`src/pfl_pkg.sv`:
```
// Package for the predriver enable and fault latch block
package pfl_pkg;
  // Register offsets on the internal register port
  localparam logic [9:0] PFL_CFG_ADDR = 10'h1C5;
  localparam logic [9:0] PFL_STAT_ADDR = 10'h1D2;
  // Values after reset
  localparam logic [15:0] PFL_CFG_RST = 16'h6000;
  localparam logic [6:0] PFL_STAT_RST = 7'h21;
  // Configuration field positions
  localparam int PFL_CFG_IRQ_HOST = 0;
  localparam int PFL_CFG_IRQ_CORE = 1;
  localparam int PFL_CFG_IRET_SEL = 5;
  localparam int PFL_CFG_PRED_IRQ = 6;
  localparam int PFL_CFG_LOGIC_IRQ = 7;
  localparam int PFL_CFG_BOOST_IRQ = 8;
  localparam int PFL_CFG_PIN_IRQ = 9;
  localparam int PFL_CFG_OT_IRQ = 10;
  localparam int PFL_CFG_BOOST_DIS = 11;
  localparam int PFL_CFG_BOOST_DIV = 12;
  localparam int PFL_CFG_SEVENTH_LOW_OVERRIDE = 13;
  localparam int PFL_CFG_EXT_SUP = 14;
  localparam int PFL_CFG_HS5_OVR = 15;
  // Status field positions
  localparam int PFL_ST_PRED = 0;
  localparam int PFL_ST_LOGIC = 1;
  localparam int PFL_ST_BOOST = 2;
  localparam int PFL_ST_OT = 3;
  localparam int PFL_ST_PIN_NOW = 4;
  localparam int PFL_ST_PIN_HELD = 5;
  localparam int PFL_ST_CLK = 6;

  // Pin level inputs that cross into the clock domain
  typedef struct packed {
    logic gnd_loss;
    logic over_temp;
    logic boost_low;
    logic logic_low;
    logic predrive_low;
    logic drv_pin;
  } pfl_async_t;

  // Whole state of the block
  typedef struct packed {
    pfl_async_t sync1;
    pfl_async_t sync2;
    logic [1:0] rst_s1;
    logic [1:0] rst_s2;
    logic strap_s1;
    logic strap_s2;
    logic strap;
    logic [15:0] cfg;
    logic [6:0] status;
    logic [15:0] rdata;
    logic [6:0] ls;
    logic [4:0] hs;
    logic irq_n;
    logic [3:0] core_irq;
    logic iret;
    logic boost_div;
    logic ext_supply;
  } pfl_state_t;
endpackage : pfl_pkg

```
`src/pfl_driver_enable.sv`:
```
// Driver enable generation, fault status latch and local interrupt
`timescale 1ns/1ns
// Summary of operation
// - Low-sides 1-6 need enable pin (3 and 6 unless config bit 15), both supplies good, clock if gated.
// - Low-side 7 same supplies and clock; enable pin dependence optional.
// - High-sides as low-sides, plus boost good when config bit 11 set.
// - Seven-bit status latches every condition that disabled drivers.
// - Status bit 6 marks missing clock, only when clock gating is on.
// - Status bit 5 is 1 unless pin went low since clear; resets 1.
// - Status bit 4 is a live copy of the enable pin.
// - Status bit 3 latches overtemperature, which never disables drivers.
// - Status bit 2 marks boost undervoltage that disabled high-sides.
// - Bit 1 latches logic supply low; bit 0 predrive low or ground loss.
// - A status write clears error bits only once their cause is gone.
// - With clear-on-read enabled, a status read also clears errors.
// - Local interrupt from five conditions, masked by config 9,8,7,6,10.
// - Interrupt forwarded to host pin by bit 0, cores by bits 1-4.
// - Return request on re-enable (bit 5 low) or status clear (high).
// - Config bit 12 picks boost divide by 32 (0) or by 4 (1).
// - Config bit 13 set frees low-side 7 from enable pin; resets 1.
// - Config bit 15 frees high-side 5, low-sides 3 and 6 from pin.
// - Bit 14 picks external supply; in bootstrap init inverse strap.
// - Strap latched at reset release, kept over register resets.
module pfl_driver_enable (
  // Clock and register reset
  input wire logic clk,
  input wire logic nrst,
  // Reset pins that latch the strap
  input wire logic power_on_reset_n,
  input wire logic pin_reset_n,
  // Debug strap pin
  input wire logic debug_strap_pin,
  output logic debug_strap_oe,
  // Monitored conditions from pins and comparators
  input wire pfl_pkg::pfl_async_t cond_pins,
  // Same domain status and settings
  input wire logic clock_present,
  input wire logic clock_loss_gate_en,
  input wire logic clear_on_read_en,
  input wire logic bootstrap_init,
  // Register port from the serial interface
  input wire logic [9:0] reg_addr,
  input wire logic reg_wr,
  input wire logic reg_rd,
  input wire logic [15:0] reg_wdata,
  output logic [15:0] reg_rdata,
  // Driver enables
  output logic [6:0] low_side_enable,
  output logic [4:0] high_side_enable,
  // Interrupts
  output logic host_interrupt_pin_n,
  output logic [3:0] core_irq,
  output logic core_iret,
  // Analog settings
  output logic boost_divide_by_4,
  output logic predrive_ext_supply
);

  pfl_pkg::pfl_state_t s;
  pfl_pkg::pfl_state_t nx;
  logic base_ok;
  logic pin;
  logic clk_miss;
  logic stat_hit;
  logic clr;
  logic local_irq;

  // Sticky flag where a new event wins over a clear
  function automatic logic pfl_sticky(input logic set, input logic cur,
                                      input logic clr_i);
    return set | (cur & ~clr_i);
  endfunction : pfl_sticky

  // Next state
  always_comb begin
    nx = s;
    // Two stage synchronisers; only stage two is read
    nx.sync1 = cond_pins;
    nx.sync2 = s.sync1;
    nx.rst_s1 = {power_on_reset_n, pin_reset_n};
    nx.rst_s2 = s.rst_s1;
    nx.strap_s1 = debug_strap_pin;
    nx.strap_s2 = s.strap_s1;
    // Follow the strap while either reset is low, freeze on release
    if (s.rst_s2 != 2'h3) begin
      nx.strap = s.strap_s2;
    end
    pin = s.sync2.drv_pin;
    clk_miss = clock_loss_gate_en & ~clock_present;
    // Overtemperature deliberately absent from the enable terms
    base_ok = ~s.sync2.predrive_low & ~s.sync2.logic_low & ~clk_miss;
    // Low-side enables, index 0 is low-side one
    for (int i = 0; i < 6; i++) begin
      nx.ls[i] = base_ok & pin;
    end
    nx.ls[2] = base_ok & (pin | s.cfg[pfl_pkg::PFL_CFG_HS5_OVR]);
    nx.ls[5] = base_ok & (pin | s.cfg[pfl_pkg::PFL_CFG_HS5_OVR]);
    nx.ls[6] = base_ok & (pin | s.cfg[pfl_pkg::PFL_CFG_SEVENTH_LOW_OVERRIDE]);
    // High-side enables with optional boost disable
    for (int i = 0; i < 5; i++) begin
      nx.hs[i] = base_ok & pin & ~(s.sync2.boost_low
                 & s.cfg[pfl_pkg::PFL_CFG_BOOST_DIS]);
    end
    nx.hs[4] = base_ok & (pin | s.cfg[pfl_pkg::PFL_CFG_HS5_OVR])
               & ~(s.sync2.boost_low
               & s.cfg[pfl_pkg::PFL_CFG_BOOST_DIS]);
    // Register access decode
    stat_hit = reg_addr == pfl_pkg::PFL_STAT_ADDR;
    clr = stat_hit & (reg_wr | (reg_rd & clear_on_read_en));
    if (reg_wr && reg_addr == pfl_pkg::PFL_CFG_ADDR) begin
      nx.cfg = reg_wdata;
    end
    // Status latches; a live cause holds its bit through a clear
    nx.status[pfl_pkg::PFL_ST_CLK] = pfl_sticky(clk_miss,
      s.status[pfl_pkg::PFL_ST_CLK], clr);
    nx.status[pfl_pkg::PFL_ST_PIN_HELD] = ~pfl_sticky(~pin,
      ~s.status[pfl_pkg::PFL_ST_PIN_HELD], clr);
    nx.status[pfl_pkg::PFL_ST_PIN_NOW] = pin;
    nx.status[pfl_pkg::PFL_ST_OT] = pfl_sticky(s.sync2.over_temp,
      s.status[pfl_pkg::PFL_ST_OT], clr);
    nx.status[pfl_pkg::PFL_ST_BOOST] = pfl_sticky(s.sync2.boost_low
      & s.cfg[pfl_pkg::PFL_CFG_BOOST_DIS],
      s.status[pfl_pkg::PFL_ST_BOOST], clr);
    nx.status[pfl_pkg::PFL_ST_LOGIC] = pfl_sticky(s.sync2.logic_low,
      s.status[pfl_pkg::PFL_ST_LOGIC], clr);
    nx.status[pfl_pkg::PFL_ST_PRED] = pfl_sticky(s.sync2.predrive_low
      | s.sync2.gnd_loss, s.status[pfl_pkg::PFL_ST_PRED], clr);
    // Read data, registered; unmapped offsets read zero
    if (reg_rd) begin
      if (reg_addr == pfl_pkg::PFL_CFG_ADDR) begin
        nx.rdata = s.cfg;
      end else if (stat_hit) begin
        nx.rdata = {9'h000, s.status};
      end else begin
        nx.rdata = 16'h0000;
      end
    end
    // Local interrupt from live conditions, each masked
    local_irq = (~pin & s.cfg[pfl_pkg::PFL_CFG_PIN_IRQ])
      | (s.sync2.boost_low & s.cfg[pfl_pkg::PFL_CFG_BOOST_IRQ])
      | (s.sync2.logic_low & s.cfg[pfl_pkg::PFL_CFG_LOGIC_IRQ])
      | (s.sync2.predrive_low & s.cfg[pfl_pkg::PFL_CFG_PRED_IRQ])
      | (s.sync2.over_temp & s.cfg[pfl_pkg::PFL_CFG_OT_IRQ]);
    nx.irq_n = ~(local_irq & s.cfg[pfl_pkg::PFL_CFG_IRQ_HOST]);
    nx.core_irq = {4{local_irq}}
      & s.cfg[pfl_pkg::PFL_CFG_IRQ_CORE +: 4];
    // Return request; cores may ignore it in microcode
    if (s.cfg[pfl_pkg::PFL_CFG_IRET_SEL]) begin
      nx.iret = clr;
    end else begin
      nx.iret = nx.ls[0] & ~s.ls[0];
    end
    nx.boost_div = s.cfg[pfl_pkg::PFL_CFG_BOOST_DIV];
    nx.ext_supply = bootstrap_init ? ~s.strap
      : s.cfg[pfl_pkg::PFL_CFG_EXT_SUP];
  end

  // State register; synchronisers and strap survive register reset
  always_ff @(posedge clk) begin
    if (!nrst) begin
      s <= '0;
      s.cfg <= pfl_pkg::PFL_CFG_RST;
      s.status <= pfl_pkg::PFL_STAT_RST;
      s.irq_n <= 1'b1;
      s.sync1 <= nx.sync1;
      s.sync2 <= nx.sync2;
      s.rst_s1 <= nx.rst_s1;
      s.rst_s2 <= nx.rst_s2;
      s.strap_s1 <= nx.strap_s1;
      s.strap_s2 <= nx.strap_s2;
      s.strap <= nx.strap;
    end else begin
      s <= nx;
    end
  end

  // Outputs straight from state; strap output enable tied low
  assign reg_rdata = s.rdata;
  assign low_side_enable = s.ls;
  assign high_side_enable = s.hs;
  assign host_interrupt_pin_n = s.irq_n;
  assign core_irq = s.core_irq;
  assign core_iret = s.iret;
  assign boost_divide_by_4 = s.boost_div;
  assign predrive_ext_supply = s.ext_supply;
  assign debug_strap_oe = 1'b0;
endmodule : pfl_driver_enable

```
`config.mk`:
```
export PLATFORM = sky130hd
export DESIGN_NAME = pfl_driver_enable
export DESIGN_NICKNAME = d
export VERILOG_FILES = /design/src/pfl_pkg.sv /design/src/pfl_driver_enable.sv
export SDC_FILE = /design/constraint.sdc
export NUM_CORES = 1
export LEC_CHECK = 0
export BUFFER_PORTS_ARGS = -buffer_cell sky130_fd_sc_hd__buf_2
export CORE_MARGIN = 2
export CORE_UTILIZATION = 35
export DETAILED_ROUTE_END_ITERATION = 8
export GPL_TIMING_DRIVEN = 0
export PLACE_DENSITY = 0.56
export SLEW_MARGIN = 25
export SYNTH_ARGS = -nofsm -noshare
export SYNTH_HDL_FRONTEND = slang
export SYNTH_SLANG_ARGS = --single-unit
```
`constraint.sdc`:
```
create_clock -name clk -period 1.4 [get_ports clk]
set_input_delay 0.07 -clock clk [delete_from_list [all_inputs] [get_ports clk]]
set_output_delay 0.07 -clock clk [all_outputs]
set_load 0.005 [all_outputs]
```
==> results by group, run 1 <==
Status
  • Run status: complete, no violations

Layout
  • Area grow syn2layout: 34.9%
  • Diodes inserted: 0
  • Fin nets: 448
  • Most common cell after layout, fill and taps aside: buf_2
  • Most frequent cells in the layout: 84 x buf_2, 70 x dfxtp_1, 41 x nand2_1, 33 x buf_4, 26 x dlygate4sd3_1
  • Area of the multi-input gates: slightly below 1000 um^2
  • Fill cells: roughly 740
  • Share of cells above drive strength 1: 0.339
  • Reg area: ~1400 um^2
  • Post-route cell area: between 3000 and 4000 um^2
  • Post-layout util: 0.490

Pwr
  • Pleak: 1.65 nW
  • Sw Ratio: 0.235
  • Pwr dens: about 1100 nW/um^2
  • Comb pwr share: 0.077
  • Worst VDD drop: about 0.00070 V
  • Clock Power Share: 0.410
  • Internal power: between 3 and 4 mW
  • Final Total Pwr: around 4 mW
  • Switching power of the nets: 960 uW
  • Share of power burned in registers: 0.514

Setup path
  • Crit start category: flip-flop
  • R2R Setup Slk: 0.26 ns
  • CP max stage cell: dfxtp_1
  • CP endpoint kind: flip-flop
  • Worst Path Buf+Inv: 0
  • CP Depth: 3
  • Sequence of cells on the critical path: a22oi_1 > a31oi_1 > and2_1
  • Worst EP arrival: 1.42 ns
  • Worst Path Max Fanout: 5
  • Max incr delay on CP: 0.40 ns
  • CP top delay family: compound AO/OA/AOI/OAI gates
  • Cells on worst reg2reg path: 3
  • WP data required: between 1.5 and 2 ns
  • Setup CP Type: reg2reg

Routing
  • DRT iter0 DRCs: 97
  • Vias: about 2300
  • DR WL/cell: between 10 and 15 um
  • DRC viols: 0
  • Final WL: 6400 um
  • Routed vias/inst: about 4.5
  • Routed Antenna Nets: 0
  • DRT Pass-1 Iters: 5

Timing
  • Unrepaired setup endpoints after global routing: false
  • Min Tclk post-route: 1.14 ns
  • Setup TNS: 0 ns
  • Slew Viols, Final: 0
  • Hold Slack: ~0.10 ns
  • Max frequency: 881 MHz
  • Tcrit/Tclk final: 0.811
  • Layout Skew: roughly 0.0045 ns
  • Endpoints failing setup: 0
  • Final hold vios: 0

Global routing
  • Pin count of the biggest net entering global routing: 14
  • Initial antenna violation count: 0
  • Grt ovf: 0
  • Number of global-route vias before repair: 2217
  • First-pass GRT wire length: between 10000 and 15000 um
  • Tot GR Track Use: 0.154

Die
  • IO Pins: 80
  • Die Y: between 90 and 100 um
  • Chip Width: slightly above 90 um
  • Core area: about 7700 um^2
  • Initial Util: 0.363
  • Cell row count: 32
  • Die ar.: ~8700 um^2

CTS
  • Postcts setup bufs: 0
  • Hold_buf cts: 26
  • Max H-tree Level: 3
  • TritonCTS Buffers: 9
  • Cell at the root of the clock tree: clkbuf_8
  • Clock tree buffer depth: 2
  • Post-CTS sizing: 0
  • # clock sinks: about 70
  • Clock Pin Slew Worst Setup and Hold Paths: around 0.08 ns
  • Worst skew pair latency: around 0.34 ns
  • CTS tree: done

Logic synthesis
  • Mean Syn Cell Area: 9.64 um^2
  • Synth warn: 0
  • Post-synth top flop: dfxtp_1
  • Async S/R FF share, synth: 0
  • #FFs+latches synth: 71
  • Mapped Area: between 2000 and 3000 um^2
  • Post-synth EDFFs: 1
  • Cell count after synthesis: between 200 and 300
  • Syn_nets: between 300 and 400
  • Post-synthesis sequential area ratio: 0.510
  • Unique masters post-synth: 33

Placement
  • Dpl hpwl: about 4700 um
  • Post-DP Area: 3320 um^2
  • Placer's final routability congestion estimate: between 0.8 and 0.9
  • PortBufs: 77

Min path
  • Hold path depth: 3
  • Hold Path Class: in2reg

Job
  • MaxCap Viol Count: 0
worst register-to-register path: stages (launching register included):
cell and delay [ns]:
dfxtp_1 0.40, a22oi_1 0.09, a31oi_1 0.40, and2_1 0.19
Yosys cell counts (7+ instances only):
cell type   n  share of area
nand2b_1   11          0.025
clkbuf_1    8          0.011
dfxtp_1    70           0.50
a21oi_1    14          0.025
a31oi_1     8          0.018
o21ai_0     7          0.012
nor2_1     13          0.017
or4_1       9          0.024
nand4_1    16          0.036
nand2_1    41          0.055
mux2i_1    16          0.057
buf_4      33          0.088
buf_2       7          0.012
final cells by class:
cell class	instances	area share
Buffer	52	0.0969
Clock buffer	10	0.0364
Multi-Input combinational cell	163	0.261
Clock inverter	6	0.0182
Tap cell	102	0.0337
Timing Repair Buffer	103	0.171
Sequential cell	71	0.378
Inverter	5	0.00496
stage by stage:
step	setup WS [ns]	std cells
after floorplan	0.243	291
after global placement	-0.00970	470
after detailed placement	-0.0431	470
after CTS	0.246	512
after global routing	0.179	512
final	0.265	512
per-layer routing:
layer / vias to the layer above / GRT usage / part of all wire
met5: - / 0 / 0
met4: 0 / 0.0527 / 0.010
met3: 9 / 0.0395 / 0.055
met2: 65 / 0.240 / 0.45
met1: 1000 / 0.207 / 0.48
li1: 1206 / - / -
logic make-up (layout without fill, tap and decap cells):
kind of cell | count (synthesis) | in the layout | share of synthesized area
compound gates | 41 | 41 | 0.0892
buf+inv | 57 | 176 | 0.137
flops | 71 | 71 | 0.510
mux | 16 | 16 | 0.0571
other cells | 1 | 1 | 0.00134
simple gates | 105 | 105 | 0.204
state kept, by name, summed over array words and instances, names as in the netlist:
name                  cells
core_irq                  4
s                        31
boost_divide_by_4         1
high_side_enable          2
low_side_enable           3
reg_rdata                16
pin                       1
host_interrupt_pin_n      1
core_iret                 1
predrive_ext_supply       1
nx                       10
worst paths after layout:
kind                       endpoint                from
max          core_irq[2]$_SDFF_PN0_  s[49]$_SDFFE_PN0P_
min                s[42]$_SDFF_PN0_  clock_loss_gate_en
max reg2reg  core_irq[2]$_SDFF_PN0_  s[49]$_SDFFE_PN0P_
min reg2reg           s[69]$_DFF_P_      nx[69]$_DFF_P_
power by group through the flow:
stage	combinational (mW)	clock (mW)	sequential [mW]
after floorplan	0.145	0	2.14
after global placement	0.257	0	2.15
after detailed placement	0.258	0	2.15
after CTS	0.315	1.73	2.10
after global routing	0.352	1.82	2.11
final	0.314	1.68	2.10
Power figures use the tool's default switching activity.
==> inputs of run 2 (changes only) <==
Settings changed: ABC_AREA set to 1, PLACE_DENSITY 0.56 to 0.58.
Clock period 1.4 ns to 1 ns, I/O delays scaled along.
==> run 2 against run 1 <==
Net effect:
- non-clock buffer count down 17
- clock-buffer cell count unchanged
- register-to-register slack worse by 0.18 ns
- worst hold slack worse by 0.086 ns
- clock power up 36%
- via count up 11%
- sequential power up 41%
- critical path type is now reg2out
- design area up 0.40%
==> results by group, run 2 <==
Setup path
  • WP data required: roughly 0.95 ns
  • Setup CP Type: reg2out
  • Most common cell on crit path: buf_6
  • CP max stage cell: dfxtp_4
  • CP top delay family: flip-flops
  • Worst Path Max Fanout: 5
  • Worst EP arrival: 0.93 ns
  • Crit start category: flip-flop
  • Sequence of cells on the critical path: buf_6 > buf_6
  • R2R Setup Slk: roughly 0.080 ns
  • Worst Path Buf+Inv: 2
  • CP endpoint kind: primary output
  • Max incr delay on CP: about 0.37 ns

Timing
  • Final hold vios: 0
  • Min Tclk post-route: roughly 1 ns
  • Worst slew margin: 0.638
  • Layout Skew: 0.00345 ns
  • Setup ws final: about 0.016 ns
  • Slew Viols, Final: 0
  • Setup TNS: 0 ns
  • Max frequency: a little over 1000 MHz
  • Unrepaired setup endpoints after global routing: true
  • Tcrit/Tclk final: 0.984
  • Worst Tran Pin Value: roughly 0.54 ns
  • Hold Slack: 0.0180 ns
  • Endpoints failing setup: 0

Die
  • Cell row count: 33
  • Initial Util: 0.357
  • Core area: 8090 um^2
  • Die ar.: roughly 9000 um^2
  • Die Y: around 95 um
  • Chip Width: roughly 95 um
  • IO Pins: 80

Placement
  • PortBufs: 75
  • Dpl hpwl: between 4000 and 5000 um
  • Pre-CTS setup slack: -0.244 ns
  • Placer's final routability congestion estimate: 0.819

CTS
  • Clock tree buffer depth: 2
  • # clock sinks: a little over 70
  • TritonCTS Buffers: 9
  • Clock Pin Slew Worst Setup and Hold Paths: about 0.08 ns
  • CTS tree: done
  • Postcts setup bufs: 0
  • Worst skew pair latency: about 0.35 ns
  • Cell at the root of the clock tree: clkbuf_8
  • Max H-tree Level: 3

Routing
  • Routed vias/inst: 4.42
  • Met3 WL: ~340 um
  • Vias: between 2000 and 3000
  • DR WL/cell: approximately 12 um
  • DRC viols: 0
  • M1 WL: around 3100 um
  • Top sig layer: met4
  • DRT iter0 DRCs: 80
  • Final WL: approximately 6700 um
  • Metal2 WL: around 3100 um
  • DRT Pass-1 Iters: 4
  • Routed Antenna Nets: 0

Logic synthesis
  • Syn_nets: 406
  • Cell count after synthesis: 363
  • Post-synthesis sequential area ratio: 0.496
  • Async S/R FF share, synth: 0
  • Unique masters post-synth: 27
  • Post-synth EDFFs: 1
  • Area contributors post-synth: dfxtp_1 49%, buf_4 8.8%, nand2_1 7.1%, nor2_1 7.0%, nand4_1 6.3%
  • Share of the synthesized area in the top cell type: 0.485
  • #FFs+latches synth: between 70 and 80
  • Most frequent cell after synthesis: dfxtp_1
  • Mean Syn Cell Area: ~8.0 um^2
  • Synth warn: 0
  • Synth top cells by count: 70 x dfxtp_1, 55 x nand2_1, 54 x nor2_1, 36 x inv_1, 34 x buf_4
  • Post-synth top area cell: dfxtp_1
  • Mapped Area: between 2000 and 3000 um^2
  • Post-synth top flop: dfxtp_1

Layout
  • Most frequent cells in the layout: 71 x buf_2, 64 x dfxtp_1, 55 x nand2_1, 51 x nor2_1, 36 x inv_1
  • Fin nets: 504
  • Diodes inserted: 0
  • Max reg flops: 31
  • Reg with most FFs: s
  • Share of cells above drive strength 1: 0.330
  • Most common cell after layout, fill and taps aside: buf_2
  • Area grow syn2layout: 31.5%

Global routing
  • Grt ovf: 0
  • Tot GR Track Use: 0.159
  • Pin count of the biggest net entering global routing: 14
  • Initial antenna violation count: 0
  • Number of global-route vias before repair: roughly 2400
  • First-pass GRT wire length: roughly 11000 um

Job
  • MaxCap Viol Count: 0

Pwr
  • Worst VDD drop: between 0.001 and 0.0015 V
  • Final Total Pwr: 5.77 mW
  • Pwr dens: about 1500 nW/um^2
  • Pleak: ~1.9 nW

Status
  • Run status: complete, no violations

Min path
  • Hold Path Class: in2reg
-- run 2: area by class of cell --
| class | instances | area (um^2) |
|---|---|---|
| plain buffers | 51 | 364 |
| fillers | 860 | 4290 |
| repair buffers | 87 | 539 |
| multi-input cells | 202 | 978 |
| clock inverters | 6 | 70.1 |
| inverters | 39 | 146 |
| clock buffers | 10 | 128 |
| flip-flops and latches | 71 | 1440 |
| well taps | 105 | 131 |
-- run 2: through the flow --
stage,util,cells,instance area (um^2)
6_report,0.469,571,3800
5_1_grt,0.469,571,3800
4_1_cts,0.459,571,3720
3_5_place_dp,0.419,543,3390
3_3_place_gp,0.419,543,3390
2_1_floorplan,-,363,2890
-- run 2: worst paths after layout --
kind | from | endpoint | cells after the start
setup / recovery | low_side_enable[4]$_SDFF_PN0_ | low_side_enable[0] | 2
hold / removal | reg_wdata[10] | s[53]$_SDFFE_PN0P_ | 5
setup reg to reg | s[67]$_DFF_P_ | host_interrupt_pin_n$_SDFF_PN1_ | 4
hold reg to reg | nx[67]$_DFF_P_ | s[67]$_DFF_P_ | 0
-- run 2: cells by family after synthesis --
group / count (synthesis) / synth area share
and+or+nand+nor: 174 / 0.286
other: 1 / 0.00130
buffers and inverters: 90 / 0.170
AOI/OAI and AO/OA: 27 / 0.0468
DFF: 71 / 0.496
-- run 2: where the power goes --
| group | internal [mW] | total [mW] | switching [mW] |
|---|---|---|---|
| Sequential | 2.93 | 2.97 | 0.0454 |
| Combinational | 0.256 | 0.516 | 0.260 |
| Clock | 1.16 | 2.28 | 1.12 |
| Total | 4.35 | 5.77 | 1.42 |
-- run 2: per-layer routing --
layer  GRT usage  vias to the layer above
met5           0                        -
li1            -                     1321
met2       0.259                       65
met1       0.198                     1122
met4      0.0870                        0
met3      0.0319                       14
-- run 2: timing repair --
action,4_1_cts,5_1_grt
endpoints found under the hold margin,12,0
gates cloned,0,0
setup endpoints to repair,10,16
gates resized for setup,4,21
hold buffers,12,0
-- run 2: worst register-to-register path, stage by stage (launching register included) --
cell,delay (ns)
dfxtp_1,0.34
nand2_1,0.07
nand3_1,0.09
nor2_2,0.21
nand3b_1,0.14
==> inputs of run 3 (changes only) <==
Settings changed: REMOVE_ABC_BUFFERS set to 1.
==> run 3 against run 2 <==
Net effect:
- worst hold slack improved by 0.0034 ns
- clock skew increased by 0.0027 ns
- combinational power decreased by 13%
- total power increased by 2.7%
- register-to-register slack got worse by 0.03 ns
- flip-flop and latch count unchanged
- critical path type is now reg2reg
- critical endpoint is now core_iret$_SDFF_PN0_
- largest cell class unchanged
==> results by group, run 3 (synthesized netlist as in run 2, its figures left out) <==
Placement
  • Placer's final routability congestion estimate: around 0.76
  • Pre-CTS setup slack: -0.730 ns
  • Dpl hpwl: ~4100 um
  • PortBufs: just under 80

Setup path
  • Sequence of cells on the critical path: inv_1 > nand3_2 > nor2_1 > nand2_1 > o21ai_1
  • Worst EP arrival: roughly 1.2 ns
  • CP top delay family: simple AND/OR/NAND/NOR gates
  • Cells on worst reg2reg path: 5
  • Worst Path Max Fanout: 3
  • Setup crit start: s[68]$_DFF_P_
  • Worst Path Buf+Inv: 1
  • Reg2reg end: core_iret$_SDFF_PN0_
  • WP data required: 1.26 ns
  • Crit start category: flip-flop
  • Setup CP Type: reg2reg
  • Max incr delay on CP: around 0.32 ns
  • Reg-to-Reg Start: s[68]$_DFF_P_
  • CP endpoint kind: flip-flop
  • R2R Setup Slk: ~0.054 ns
  • CP max stage cell: dfxtp_1

Die
  • Core area: ~8100 um^2
  • IO Pins: 80
  • Die ar.: ~9000 um^2
  • Initial Util: 0.357
  • Chip Width: 94.8 um
  • Die Y: around 95 um
  • Cell row count: 33

Layout
  • Post-layout util: 0.437
  • Fin nets: between 400 and 500
  • Diodes inserted: 0
  • Area grow syn2layout: 22.4%
  • Most frequent cells in the layout: 76 x buf_2, 68 x dfxtp_1, 54 x nand2_1, 52 x nor2_1, 36 x inv_1
  • Reg area: around 1400 um^2
  • Max reg flops: 31
  • Reg with most FFs: s
  • Most common cell after layout, fill and taps aside: buf_2
  • Area of the multi-input gates: between 1000 and 1500 um^2
  • Fill cells: between 800 and 900
  • Share of cells above drive strength 1: 0.290

Timing
  • Layout Skew: 0.00620 ns
  • Final hold vios: 0
  • Setup ws final: 0.0536 ns
  • Tcrit/Tclk final: 0.946
  • Slew Viols, Final: 0
  • Unrepaired setup endpoints after global routing: true
  • Min Tclk post-route: 0.946 ns
  • Worst Tran Pin Value: 0.552 ns
  • Max frequency: around 1100 MHz
  • Worst slew margin: 0.631
  • Endpoints failing setup: 0

Global routing
  • Tot GR Track Use: 0.153
  • Grt ovf: 0
  • Pin count of the biggest net entering global routing: 39
  • Number of global-route vias before repair: 2200
  • First-pass GRT wire length: 10500 um
  • Initial antenna violation count: 0

Routing
  • DRT iter0 DRCs: between 100 and 150
  • DRT Pass-1 Iters: 4
  • DRC viols: 0
  • DR WL/cell: 12.2 um
  • Routed Antenna Nets: 0
  • Final WL: 6470 um
  • Vias: around 2400
  • Routed vias/inst: 4.54

Pwr
  • Pwr dens: 1680 nW/um^2
  • Worst VDD drop: between 0.001 and 0.0015 V
  • Share of power burned in registers: 0.501
  • Comb pwr share: 0.075
  • Sw Ratio: 0.226
  • Switching power of the nets: approximately 1.3 mW
  • Internal power: between 4 and 5 mW
  • Pleak: 1.72 nW
  • Clock Power Share: 0.423

Job
  • MaxCap Viol Count: 0

CTS
  • # clock sinks: between 70 and 80
  • TritonCTS Buffers: 9
  • CTS tree: done
  • Worst skew pair latency: roughly 0.34 ns
  • Max H-tree Level: 3
  • Clock tree buffer depth: 2
  • Clock Pin Slew Worst Setup and Hold Paths: about 0.08 ns
  • Cell at the root of the clock tree: clkbuf_8

Min path
  • Hold path depth: 5
  • Hold Path Class: in2reg
  • HP Start: reg_wdata[10]
  • Worst hold endpoint: s[53]$_SDFFE_PN0P_

Status
  • Run status: complete, no violations
## run 3: power by group through the flow
stage	clock network (mW)	logic, mW	registers (mW)
detailed placement	0	0.387	3.04
global route	2.73	0.502	2.98
CTS	2.57	0.444	2.97
finish	2.51	0.448	2.97
floorplan	0	0.167	3.03
global placement	0	0.381	3.03
## run 3: how the worst max path moves through the flow
stage,depth (start not counted),slack [ns],endpoint
6_report,5,0.05,core_iret$_SDFF_PN0_
5_1_grt,6,-0.001,reg_rdata[15]$_SDFFE_PN0P_
4_1_cts,5,0.02,core_iret$_SDFF_PN0_
3_5_place_dp,8,-0.73,s[43]$_SDFFE_PN0P_
3_3_place_gp,8,-0.71,s[47]$_SDFFE_PN0P_
2_1_floorplan,7,-0.24,nx[1]$_SDFFE_PN0P_
## run 3: timing repair
| item | in CTS | in global routing |
|---|---|---|
| resized for setup | 5 | 10 |
| hold buffers | 12 | 0 |
| endpoints found under the setup margin | 44 | 25 |
| cloned | 2 | 0 |
| hold endpoints to repair | 12 | 0 |
| pin swaps | 2 | 3 |
| buffers inserted | 5 | 2 |
## run 3: per-stage QoR
| step | hold WS (ns) | setup TNS (ns) | power (mW) | std cells | instance area, um^2 |
|---|---|---|---|---|---|
| finish | 0.0213 | 0 | 5.93 | 532 | 3530 |
| global placement | 0.152 | -23.89 | 3.41 | 495 | 3070 |
| floorplan | 0.0777 | -5.76 | 3.20 | 312 | 2540 |
| detailed placement | 0.154 | -24.52 | 3.42 | 495 | 3070 |
| global route | 0.0429 | -0.00129 | 6.21 | 532 | 3530 |
| CTS | 0.0197 | 0 | 5.99 | 530 | 3490 |
## run 3: area by class of cell
cell class	count	area share
Clock inverter	6	0.0237
Sequential cell	71	0.406
Tap cell	105	0.0372
Clock buffer	10	0.0390
Timing Repair Buffer	97	0.164
Inverter	39	0.0414
Multi-Input combinational cell	204	0.289
## run 3: routing by layer
| layer | routed length, um | global-route usage | vias to the layer above |
|---|---|---|---|
| met4 | 157 | 0.0652 | 0 |
| met1 | 3040 | 0.200 | 1088 |
| met5 | 0 | 0 | - |
| met2 | 2960 | 0.248 | 69 |
| met3 | 316 | 0.0279 | 14 |
| li1 | - | - | 1245 |
## run 3: tightest hold or removal path, stage by stage
cell,delay (ns)
buf_2,0.07
inv_1,0.03
nand4_1,0.07
nand2_1,0.05
nor2_1,0.07
